## src/tap_regs.svh

```systemverilog
// Constants for the boundary-scan test access port
`ifndef TAP_REGS_SVH
`define TAP_REGS_SVH
`define IR_WIDTH 3
`define ID_WIDTH 32
`define BSR_CELLS 107
`define IR_EXTEST 3'h0
`define IR_IDCODE 3'h1
`define IR_SAMPLE_Z 3'h2
`define IR_SAMPLE_PRELOAD 3'h4
`define IR_BYPASS 3'h7
`define IR_CAPTURE_PATTERN 3'h1
`define ID_REV_HI 31
`define ID_REV_LO 29
`define ID_DEV_HI 28
`define ID_DEV_LO 12
`define ID_MFR_HI 11
`define ID_MFR_LO 1
`define ID_PRESENT_BIT 0
`define INTERNAL_CELL 47
`endif

```

## src/tap_pkg.sv

```systemverilog
// Types for the boundary-scan test access port
package tap_pkg;
  typedef enum logic [3:0] {
    st_reset = 4'hF,
    st_idle = 4'hC,
    st_sel_dr = 4'h7,
    st_cap_dr = 4'h6,
    st_shift_dr = 4'h2,
    st_exit1_dr = 4'h1,
    st_pause_dr = 4'h3,
    st_exit2_dr = 4'h0,
    st_upd_dr = 4'h5,
    st_sel_ir = 4'h4,
    st_cap_ir = 4'hE,
    st_shift_ir = 4'hA,
    st_exit1_ir = 4'h9,
    st_pause_ir = 4'hB,
    st_exit2_ir = 4'h8,
    st_upd_ir = 4'hD
  } tap_state_t;
  typedef logic [2:0] instr_t;
endpackage

```

## src/boundary_scan_tap.sv

```systemverilog
// Boundary-scan test access port sampled on the system clock
// Functional notes
// - Holds a 3-bit instruction, 1-bit bypass, 32-bit identity and 107-cell scan chain.
// - Code 000 puts the boundary scan chain between serial input and output.
// - Code 001 puts the 32-bit identity register between serial input and output.
// - Code 010 selects the scan chain and floats the memory data pins.
// - Code 100 selects the scan chain and floats nothing.
// - Code 111 puts the one-bit bypass register in the path.
// - The bypass bit is cleared when the bypass instruction takes effect.
// - The bypass bit keeps the last shifted-in bit after leaving shift.
// - While identity is selected, serial input enters its first stage and shifts through.
// - Identity holds revision in 31:29, device code in 28:12, maker code in 11:1.
// - Identity bit 0 always captures as 1.
// - A sixteen-state controller that resets itself at power-up, no test reset pin.
// - Undriven mode-select and serial input behave as logic 1.
`timescale 1ns/1ns
`include "tap_regs.svh"
module boundary_scan_tap #(
  parameter logic [2:0] REVISION = 3'h5, // arbitrary value
  parameter logic [16:0] DEVICE_CODE = 17'h0ABCD, // arbitrary value
  parameter logic [10:0] MAKER_CODE = 11'h2A5 // arbitrary value
) (
  input wire logic clk,
  input wire logic reset,
  input wire logic tck,
  input wire logic tms,
  input wire logic tdi,
  input wire logic tms_en,
  input wire logic tdi_en,
  input wire logic [`BSR_CELLS-1:0] pin_in,
  output logic tdo,
  output logic tdo_oe,
  output logic data_hiz,
  output logic test_mode,
  output logic [`BSR_CELLS-1:0] pin_out,
  output tap_pkg::instr_t instruction,
  output tap_pkg::tap_state_t state
);
  import tap_pkg::*;

  logic tck_s, tms_s, tdi_s, tck_d_r;
  logic tms_en_s, tdi_en_s;
  logic [`BSR_CELLS-1:0] pin_meta_r, pin_sync_r;
  logic tms_v, tdi_v, rise, fall;
  tap_state_t state_r, state_nxt;
  instr_t ir_r, ir_sh_r;
  logic bypass_r;
  logic [`ID_WIDTH-1:0] id_r;
  logic [`BSR_CELLS-1:0] bsr_r, bsr_upd_r;
  logic tdo_nxt;

  // Pin synchronisers
  tap_sync #(.INIT(1'b0)) u_tck (.clk(clk), .reset(reset), .din(tck), .dout(tck_s));
  tap_sync #(.INIT(1'b1)) u_tms (.clk(clk), .reset(reset), .din(tms), .dout(tms_s));
  tap_sync #(.INIT(1'b1)) u_tdi (.clk(clk), .reset(reset), .din(tdi), .dout(tdi_s));
  tap_sync #(.INIT(1'b0)) u_tms_en (.clk(clk), .reset(reset), .din(tms_en),
    .dout(tms_en_s));
  tap_sync #(.INIT(1'b0)) u_tdi_en (.clk(clk), .reset(reset), .din(tdi_en),
    .dout(tdi_en_s));

  // Memory pin levels, two stages before capture
  always_ff @(posedge clk) begin
    if (reset) begin
      pin_meta_r <= '0;
      pin_sync_r <= '0;
    end else begin
      pin_meta_r <= pin_in;
      pin_sync_r <= pin_meta_r;
    end
  end

  // Undriven inputs read as one
  assign tms_v = tms_en_s ? tms_s : 1'b1;
  assign tdi_v = tdi_en_s ? tdi_s : 1'b1;

  // Test clock edge detection
  always_ff @(posedge clk) begin
    if (reset) tck_d_r <= 1'b0;
    else tck_d_r <= tck_s;
  end
  assign rise = tck_s & ~tck_d_r;
  assign fall = ~tck_s & tck_d_r;

  // Identity word
  function automatic logic [`ID_WIDTH-1:0] id_word();
    logic [`ID_WIDTH-1:0] w;
    w = '0;
    w[`ID_REV_HI:`ID_REV_LO] = REVISION;
    w[`ID_DEV_HI:`ID_DEV_LO] = DEVICE_CODE;
    w[`ID_MFR_HI:`ID_MFR_LO] = MAKER_CODE;
    w[`ID_PRESENT_BIT] = 1'b1;
    return w;
  endfunction

  function automatic logic sel_bsr(input instr_t i);
    return (i == `IR_EXTEST) || (i == `IR_SAMPLE_Z) || (i == `IR_SAMPLE_PRELOAD);
  endfunction

  // Controller next state
  always_comb begin
    state_nxt = state_r;
    unique case (state_r)
      st_reset: state_nxt = tms_v ? st_reset : st_idle;
      st_idle: state_nxt = tms_v ? st_sel_dr : st_idle;
      st_sel_dr: state_nxt = tms_v ? st_sel_ir : st_cap_dr;
      st_cap_dr: state_nxt = tms_v ? st_exit1_dr : st_shift_dr;
      st_shift_dr: state_nxt = tms_v ? st_exit1_dr : st_shift_dr;
      st_exit1_dr: state_nxt = tms_v ? st_upd_dr : st_pause_dr;
      st_pause_dr: state_nxt = tms_v ? st_exit2_dr : st_pause_dr;
      st_exit2_dr: state_nxt = tms_v ? st_upd_dr : st_shift_dr;
      st_upd_dr: state_nxt = tms_v ? st_sel_dr : st_idle;
      st_sel_ir: state_nxt = tms_v ? st_reset : st_cap_ir;
      st_cap_ir: state_nxt = tms_v ? st_exit1_ir : st_shift_ir;
      st_shift_ir: state_nxt = tms_v ? st_exit1_ir : st_shift_ir;
      st_exit1_ir: state_nxt = tms_v ? st_upd_ir : st_pause_ir;
      st_pause_ir: state_nxt = tms_v ? st_exit2_ir : st_pause_ir;
      st_exit2_ir: state_nxt = tms_v ? st_upd_ir : st_shift_ir;
      st_upd_ir: state_nxt = tms_v ? st_sel_dr : st_idle;
    endcase
  end

  // Controller state, self-reset
  always_ff @(posedge clk) begin
    if (reset) state_r <= st_reset;
    else if (rise) state_r <= state_nxt;
  end

  // Instruction shift and update
  always_ff @(posedge clk) begin
    if (reset) begin
      ir_sh_r <= `IR_IDCODE;
      ir_r <= `IR_IDCODE;
    end else if (rise) begin
      if (state_r == st_reset) ir_r <= `IR_IDCODE;
      else if (state_r == st_upd_ir) ir_r <= ir_sh_r;
      if (state_r == st_cap_ir) ir_sh_r <= `IR_CAPTURE_PATTERN;
      else if (state_r == st_shift_ir) ir_sh_r <= {tdi_v, ir_sh_r[`IR_WIDTH-1:1]};
    end
  end

  // Bypass bit
  always_ff @(posedge clk) begin
    if (reset) bypass_r <= 1'b0;
    else if (rise) begin
      if (state_r == st_upd_ir && ir_sh_r == `IR_BYPASS) bypass_r <= 1'b0;
      else if (state_r == st_cap_dr && ir_r == `IR_BYPASS) bypass_r <= 1'b0;
      else if (state_r == st_shift_dr && ir_r == `IR_BYPASS) bypass_r <= tdi_v;
    end
  end

  // Identity register
  always_ff @(posedge clk) begin
    if (reset) id_r <= '0;
    else if (rise && ir_r == `IR_IDCODE) begin
      if (state_r == st_cap_dr) id_r <= id_word();
      else if (state_r == st_shift_dr) id_r <= {tdi_v, id_r[`ID_WIDTH-1:1]};
    end
  end

  // Boundary scan chain, cell 0 nearest the serial output
  always_ff @(posedge clk) begin
    if (reset) begin
      bsr_r <= '0;
      bsr_upd_r <= '0;
    end else if (rise && sel_bsr(ir_r)) begin
      if (state_r == st_cap_dr) begin
        bsr_r <= pin_sync_r;
        bsr_r[`INTERNAL_CELL] <= 1'b0;
      end else if (state_r == st_shift_dr) bsr_r <= {tdi_v, bsr_r[`BSR_CELLS-1:1]};
      else if (state_r == st_upd_dr) bsr_upd_r <= bsr_r;
    end
  end

  // Serial output source
  always_comb begin
    tdo_nxt = bypass_r;
    if (state_r == st_shift_ir) tdo_nxt = ir_sh_r[0];
    else if (ir_r == `IR_IDCODE) tdo_nxt = id_r[0];
    else if (sel_bsr(ir_r)) tdo_nxt = bsr_r[0];
  end

  // Outputs change on the falling test clock
  always_ff @(posedge clk) begin
    if (reset) begin
      tdo <= 1'b0;
      tdo_oe <= 1'b0;
    end else if (fall) begin
      tdo <= tdo_nxt;
      tdo_oe <= (state_r == st_shift_dr) || (state_r == st_shift_ir);
    end
  end

  // Pin control outputs
  always_ff @(posedge clk) begin
    if (reset) begin
      data_hiz <= 1'b0;
      test_mode <= 1'b0;
      pin_out <= '0;
      instruction <= `IR_IDCODE;
      state <= st_reset;
    end else begin
      data_hiz <= (ir_r == `IR_SAMPLE_Z);
      test_mode <= (ir_r == `IR_EXTEST);
      pin_out <= bsr_upd_r;
      instruction <= ir_r;
      state <= state_r;
    end
  end

  property p_reset_hold;
    @(posedge clk) disable iff (reset)
      (rise && state_r == st_reset && tms_v) |=> state_r == st_reset;
  endproperty
  a_reset_hold: assert property (p_reset_hold) else $error("reset state left");

  property p_hiz;
    @(posedge clk) disable iff (reset)
      (ir_r == `IR_SAMPLE_Z) [*2] |-> data_hiz;
  endproperty
  a_hiz: assert property (p_hiz) else $error("data pins not floated");

  property p_no_hiz;
    @(posedge clk) disable iff (reset)
      (ir_r == `IR_SAMPLE_PRELOAD) [*2] |-> !data_hiz;
  endproperty
  a_no_hiz: assert property (p_no_hiz) else $error("pins floated in sample");

  property p_byp_clear;
    @(posedge clk) disable iff (reset)
      (rise && state_r == st_upd_ir && ir_sh_r == `IR_BYPASS) |=> !bypass_r;
  endproperty
  a_byp_clear: assert property (p_byp_clear) else $error("bypass not cleared");

  property p_byp_shift;
    @(posedge clk) disable iff (reset)
      (rise && state_r == st_shift_dr && ir_r == `IR_BYPASS) |=> bypass_r == $past(tdi_v);
  endproperty
  a_byp_shift: assert property (p_byp_shift) else $error("bypass missed input");

  property p_byp_keep;
    @(posedge clk) disable iff (reset)
      (state_r inside {st_exit1_dr, st_pause_dr, st_exit2_dr}) |=> $stable(bypass_r);
  endproperty
  a_byp_keep: assert property (p_byp_keep) else $error("bypass changed on exit");

  property p_id_cap;
    @(posedge clk) disable iff (reset)
      (rise && state_r == st_cap_dr && ir_r == `IR_IDCODE) |=>
        id_r == {REVISION, DEVICE_CODE, MAKER_CODE, 1'b1};
  endproperty
  a_id_cap: assert property (p_id_cap) else $error("identity word wrong");

  property p_id_shift;
    @(posedge clk) disable iff (reset)
      (rise && state_r == st_shift_dr && ir_r == `IR_IDCODE) |=>
        id_r[`ID_WIDTH-1] == $past(tdi_v);
  endproperty
  a_id_shift: assert property (p_id_shift) else $error("identity shift wrong");

  property p_bsr_shift;
    @(posedge clk) disable iff (reset)
      (rise && state_r == st_shift_dr && ir_r == `IR_EXTEST) |=>
        bsr_r[`BSR_CELLS-1] == $past(tdi_v);
  endproperty
  a_bsr_shift: assert property (p_bsr_shift) else $error("chain shift wrong");
endmodule // boundary_scan_tap

```

## src/tap_sync.sv

```systemverilog
// Two-flop synchroniser for pin inputs
`timescale 1ns/1ns
module tap_sync #(
  parameter logic INIT = 1'b1
) (
  input wire logic clk,
  input wire logic reset,
  input wire logic din,
  output logic dout
);
  logic meta_r;
  // Two stages, first stage read only by the second
  always_ff @(posedge clk) begin
    if (reset) begin
      meta_r <= INIT;
      dout <= INIT;
    end else begin
      meta_r <= din;
      dout <= meta_r;
    end
  end
endmodule // tap_sync
```

## config.mk

```make
export PLATFORM = sky130hd
export DESIGN_NAME = boundary_scan_tap
export DESIGN_NICKNAME = d
export VERILOG_FILES = /design/src/tap_pkg.sv /design/src/boundary_scan_tap.sv /design/src/tap_sync.sv
export VERILOG_INCLUDE_DIRS = /design/src /design/src/src
export SDC_FILE = /design/constraint.sdc
export NUM_CORES = 1
export LEC_CHECK = 0
export BUFFER_PORTS_ARGS = -buffer_cell sky130_fd_sc_hd__buf_2
export CAP_MARGIN = 20
export CORE_AREA = 3 3 239 241
export DETAILED_ROUTE_END_ITERATION = 8
export DIE_AREA = 0 0 242 244
export PLACE_DENSITY = 0.61
export SLEW_MARGIN = 20
export SYNTH_ARGS = -nofsm -noshare
export SYNTH_HDL_FRONTEND = slang
export SYNTH_HIERARCHICAL = 1
export SYNTH_SLANG_ARGS = --single-unit
```

## constraint.sdc

```tcl
create_clock -name clk -period 2.2 [get_ports clk]
set_input_delay 0 -clock clk [delete_from_list [all_inputs] [get_ports clk]]
set_output_delay 0 -clock clk [all_outputs]
set_load 0.005 [all_outputs]
```

# [After elaboration in Yosys (flattened, before gate mapping)]
# Index checks and enable logic that the tools add are counted.
# Widths: inputs -> output; s select.
[op_classes] addsub=0 mul=0 div=0 order_cmp=0 n_eq_ne=20 shift=0 muxes=29 n_bitwise=6 n_reduce_logical=23
[op_table] operator="$mux 107" n=2
[op_table] operator="$mux 32" n=2
[op_table] operator="$pmux 4 s12" n=1
[op_table] operator="$eq 4x4->1 const B" n=8
[op_table] operator="$mux 3" n=8
[op_table] operator="$eq 4x3->1 const B" n=4
[op_table] operator="$mux 2" n=6
[op_table] operator="$reduce_and 2->1" n=5
[op_table] operator="$eq 3x3->1 const B" n=3
[op_table] operator="$mux 1" n=9
[op_table] operator="$eq 4x2->1 const B" n=2
[op_table] operator="$reduce_bool 2->1" n=3
[op_table] operator="$logic_and 1x1->1" n=5
[op_table] operator="$eq 4x1->1 const B" n=1
[op_table] operator="$logic_not 4->1" n=1
[op_table] operator="$mux 4" n=1
[op_table] operator="$not 1->1" n=4
[op_table] operator="$reduce_and 4->1" n=1
[op_table] operator="$reduce_or 2->1" n=2
[op_table] operator="$eq 3x1->1 const B" n=1
[op_table] operator="$eq 3x2->1 const B" n=1
[op_table] operator="$logic_not 3->1" n=1
[op_table] operator="$logic_or 1x1->1" n=3
[op_table] operator="$reduce_bool 3->1" n=1
[op_table] operator="2 further kinds" n=3
[totals] register_bits=600 latch_bits=0 ramBits=0 romBits=0 inputBits=114 output_inout_bits=118 memories=0

# [Longest topological paths before layout]
[depth] word_depth=6 depth_mapped=8

# [Cells and area by module]
# Netlist, hierarchy kept.
[by_module_without_submodules] module="boundary_scan_tap" instances=1 cells_each=2003 area_each_um2=18977.0 seq_area_each_um2=11771.3
[by_module_without_submodules] module="tap_sync" instances=5 cells_each=4 area_each_um2=52.6 seq_area_each_um2=40.0

# [Worst setup path after synthesis]
# No wires, ideal clock.
[synth_path] kind="flip-flop to flip-flop" startpoint="register state_r[1]" endpoint="register bsr_upd_r[100]" setup_ns=0.132 arrival_ns=1.645 t_required_ns=2.068 slack_ns=0.423 path_stages_with_launch=8 n_path_buf=3 period_less_slack_ns=1.777 cell_sequence="dfxtp_1 -> nand4bb_2 -> or4_1 -> buf_2 -> buf_6 -> buf_4 -> nand2_1 -> a21oi_1"
[synth_via] elab_chain_cells=3
[synth_lines] element="from (decl)" line="boundary_scan_tap.sv:45" text="tap_state_t state_r, state_nxt;"
[synth_lines] element="from (signal assigned)" line="boundary_scan_tap.sv:124" text="if (reset) state_r <= st_reset;"
[synth_lines] element="from (signal assigned)" line="boundary_scan_tap.sv:125" text="else if (rise) state_r <= state_nxt;"
[synth_lines] element="$eq 4x2->1 or $eq 4x3->1 (tied branches)" line="boundary_scan_tap.sv:169, boundary_scan_tap.sv:166"
[synth_lines] element="$not 1->1 (no source line)"
[synth_lines] element="$reduce_and 4->1 (no source line) (*)"
[synth_lines] element="to (signal assigned)" line="boundary_scan_tap.sv:170" text="else if (state_r == st_upd_dr) bsr_upd_r <= bsr_r;"
[synth_lines] element="to (decl)" line="boundary_scan_tap.sv:49" text="logic [`BSR_CELLS-1:0] bsr_r, bsr_upd_r;"
# Every way passes the cells marked *; elsewhere a longest branch is shown, timed or not.
# A chain may end at the register's enable or synchronous reset.

# [Final worst setup path]
[layout_path] startpoint="register ir_r[1]" endpoint="register bsr_r[70]"
[layout_via] elab_chain_cells=5
[layout_lines] element="from (decl)" line="boundary_scan_tap.sv:46" text="instr_t ir_r, ir_sh_r;"
[layout_lines] element="from (signal assigned)" line="boundary_scan_tap.sv:132" text="ir_r <= `IR_IDCODE;"
[layout_lines] element="from (signal assigned)" line="boundary_scan_tap.sv:134" text="if (state_r == st_reset) ir_r <= `IR_IDCODE;"
[layout_lines] element="from (signal assigned)" line="boundary_scan_tap.sv:135" text="else if (state_r == st_upd_ir) ir_r <= ir_sh_r;"
[layout_lines] element="$eq 3x2->1 (no source line) or $logic_not 3->1 (tied branches)"
[layout_lines] element="$logic_or 1x1->1" line="boundary_scan_tap.sv:96" text="return (i == `IR_EXTEST) || (i == `IR_SAMPLE_Z) || (i == `IR_SAMPLE_PRELOAD);"
[layout_lines] element="$logic_or 1x1->1 (*)" line="boundary_scan_tap.sv:96"
[layout_lines] element="$logic_and 1x1->1 (*)" line="boundary_scan_tap.sv:165" text="end else if (rise && sel_bsr(ir_r)) begin"
[layout_lines] element="$reduce_and 2->1 (no source line) (*)"
[layout_lines] element="to (signal assigned)" line="boundary_scan_tap.sv:167" text="bsr_r <= pin_sync_r;"
[layout_lines] element="to (signal assigned)" line="boundary_scan_tap.sv:169" text="end else if (state_r == st_shift_dr) bsr_r <= {tdi_v, bsr_r[`BSR_CELLS-1:1]};"
[layout_lines] element="to (decl)" line="boundary_scan_tap.sv:49"
# Marked as above.

==> results.json <==
{
  "postLayoutSetupSlackWorst_ps": 144,
  "fillers": 5300,
  "fmax_ghz": 0.486,
  "clk_pin_slew_worst_paths_ps": 60,
  "cp_slowest_stage_delay_ps": 490,
  "synth.distinct_cells": 40,
  "avgSynthCellArea_um2": 9.51,
  "yosys.area_share.simple_pct": 25.1,
  "power.density_mw_per_mm2": 928,
  "clock_path_buffers": 3,
  "dp_slack_ps": 287,
  "synth_top_family_by_area": "simple AND/OR/NAND/NOR gates",
  "leakage_nw": 9.21,
  "netlist_instances": 2023,
  "vias": 14100,
  "boundaryPins": 232,
  "min_period_ps": 2060,
  "die-area_mm2": 0.0590,
  "hold_path_class": "primary input to flip-flop",
  "synth_nets": 2137,
  "htreeDepth": 3,
  "cts-root-buf": "clkbuf_16",
  "antenna_found_initial": 1,
  "rsz0062_at_grt": "false",
  "worstSetupEndpointType": "flip-flop",
  "core_area_mm2": 0.0551,
  "ys_async_sr_fraction_pct": 0,
  "cts_made_buffers": 68,
  "yosysSeqAreaShare_pct": 62.2,
  "max_slew_margin_pct": 52.9,
  "rows": 86,
  "finalHoldViolCount": 0,
  "synth-xor-area-share_pct": 0,
  "synth_area_mm2": 0.0192,
  "setup_viol": 0,
  "drive_gt1_share_pct": 16.3,
  "initial_core_util_pct": 34.9,
  "synth_enable_flop_cells": 0,
  "synth_compound_area_share_pct": 9.03,
  "outcome": "finished clean",
  "drt_first_pass_iters": 5,
  "synth_seq_cells": 598,
  "fin_skew_ps": 25.7,
  "drtAntennaViolNets": 0,
  "die_y_um": 244,
  "ys.warnings.count": 6,
  "synth_flop_cell": "dfxtp_1",
  "drc": 0,
  "area_growth_pct": 28.0,
  "portBuffers": 230,
  "cp.arrival_ps": 2510,
  "detail_route.iter0.violations": 752,
  "cts_tree": "yes",
  "clock_latency_ps": 580,
  "die_x_um": 242,
  "startpoint_type": "flip-flop",
  "crit_chain": "a211oi_1 -> and2_4 -> buf_12 -> nor2_1 -> a311oi_1",
  "synthMuxAreaShare_pct": 0.111,
  "wire_per_inst_um": 13.4,
  "grt_pass1_vias": 13700,
  "grt_pass1_wl_um": 69000,
  "dp_hpwl_um": 25500,
  "post_cts_resize_count": 0,
  "clock-sinks": 598,
  "grt-ovfl-total": 0,
  "vias_per_cell": 4.50,
  "gp_congestion": 0.760,
  "wl_um": 41700,
  "max-vdd-ir-drop_v": 0.000559,
  "tightest_slew_ps": 707,
  "grt_usage_pct": 14.0,
  "finalSetupTns_ps": 0,
  "critical_path.max_fanout": 95,
  "worstSetupPathType": "flip-flop to flip-flop",
  "maxCapViolCount": 0,
  "final_util_pct": 44.7,
  "nNetsFinal": 2439,
  "grt_max_degree": 99,
  "cp_slowest_cell": "a211oi_1",
  "drv_slew": 0,
  "synth_fa_ha_area_share_pct": 0,
  "worst_ep_required_time_ps": 2650,
  "fin_crit_sh_pct": 93.5
}
## sequential cells by signal, indices dropped and copies added, names as in the netlist, 3 cells and up
register,count
bsr_upd_r,107
bsr_r,107
state_r,4
pin_sync_r,106
pin_meta_r,106
ir_r,3
id_r,32
instruction,3
state,4
pin_out,107
ir_sh_r,3
## metal layers
metal  up-vias  wire length [um]  global-route usage, %
met4         0              1170                   5.91
met2       315             19000                   22.6
met1      6486             19400                   18.1
met5         -                 0                      0
li1       7179                 -                      -
met3        71              2160                   3.28
## cell usage in the layout, fill, tap and decap left out, types with 4 or more instances in the layout
master         instances
clkbuf_16             69
buf_2                229
nand2_1              445
buf_4                 20
nor3_1                39
buf_12                17
clkbuf_8              11
nand3_1               18
clkbuf_1              13
or2_2                  8
a311oi_1             106
bufinv_16              6
inv_6                  4
nor2_1               132
dfxtp_1              598
a21oi_1              135
clkinv_2               9
or2_1                  4
nor2b_1              332
dlygate4sd3_1        121
nand2b_1               6
o21ai_0                6
## final timing paths
kind                                    from           end  slack, ps  cells after the start
worst max register to register       ir_r[1]     bsr_r[70]        140                      5
worst max-delay path                 ir_r[1]     bsr_r[70]        140                      5
worst min register to register  u_tms/meta_r    u_tms/dout        410                      1
worst min-delay path                     tdi  u_tdi/meta_r        130                      3
## power breakdown
part | switching (W) | internal [W]
logic | 0.000297 | 0.000364
clock network | 0.00428 | 0.00684
registers | 0.0000550 | 0.0110
## through the flow
step           std cells  instance area [um2]  hold slack [ps]  total power (W)
2_1_floorplan       2023                19200             71.6           0.0116
3_3_place_gp        2882                21200              188           0.0118
3_5_place_dp        2882                21200              182           0.0118
4_1_cts             3120                24600             82.7           0.0232
5_1_grt             3120                24600              106           0.0237
6_report            3122                24600              133           0.0229
## what timing repair did
item                      4_1_cts  5_1_grt
hold buffers                  121        0
hold endpoints to repair      164        0
setup buffers                   0        0
## critical path, delay by kind of cell, from the launching register on
family | cells | cell delay (ps)
AOI/OAI and AO/OA | 2 | 770
buffers and inverters | 1 | 310
DFF | 1 | 400
and+or+nand+nor | 2 | 370
## cells in the mapped netlist (3+ instances only)
master,n,share of area (%)
nand3b_1,3,0.12
dfxtp_1,598,62
o21ai_0,6,0.16
nand2b_1,6,0.20
a31oi_1,3,0.098
or2_1,4,0.13
inv_1,3,0.059
nand2_1,445,8.7
nor3_1,39,1.0
a21oi_1,135,3.5
buf_6,3,0.18
or2_2,8,0.26
buf_4,5,0.20
a311oi_1,106,4.8
clkbuf_1,107,2.1
nor2_1,132,2.6
nand3_1,18,0.47
nor2b_1,332,11
buf_2,41,1.1
## cells by family after synthesis
family / count (synthesis)
AO/OA/AOI/OAI: 261
buffers and inverters: 159
multiplexers: 2
AND/OR/NAND/NOR: 1003
flip-flops: 598
## cell type report
class                   count  area (um2)  area share, %
inverters                   3        11.3         0.0457
clock inverters            24         304           1.23
repair buffers            388        2860           11.6
clock buffers              93        1930           7.82
multi-input cells        1266        6620           26.9
flip-flops and latches    598       12000           48.6
diodes                      2        5.00         0.0203
well taps                 748         936           3.80
Power figures use the tool's default switching activity.
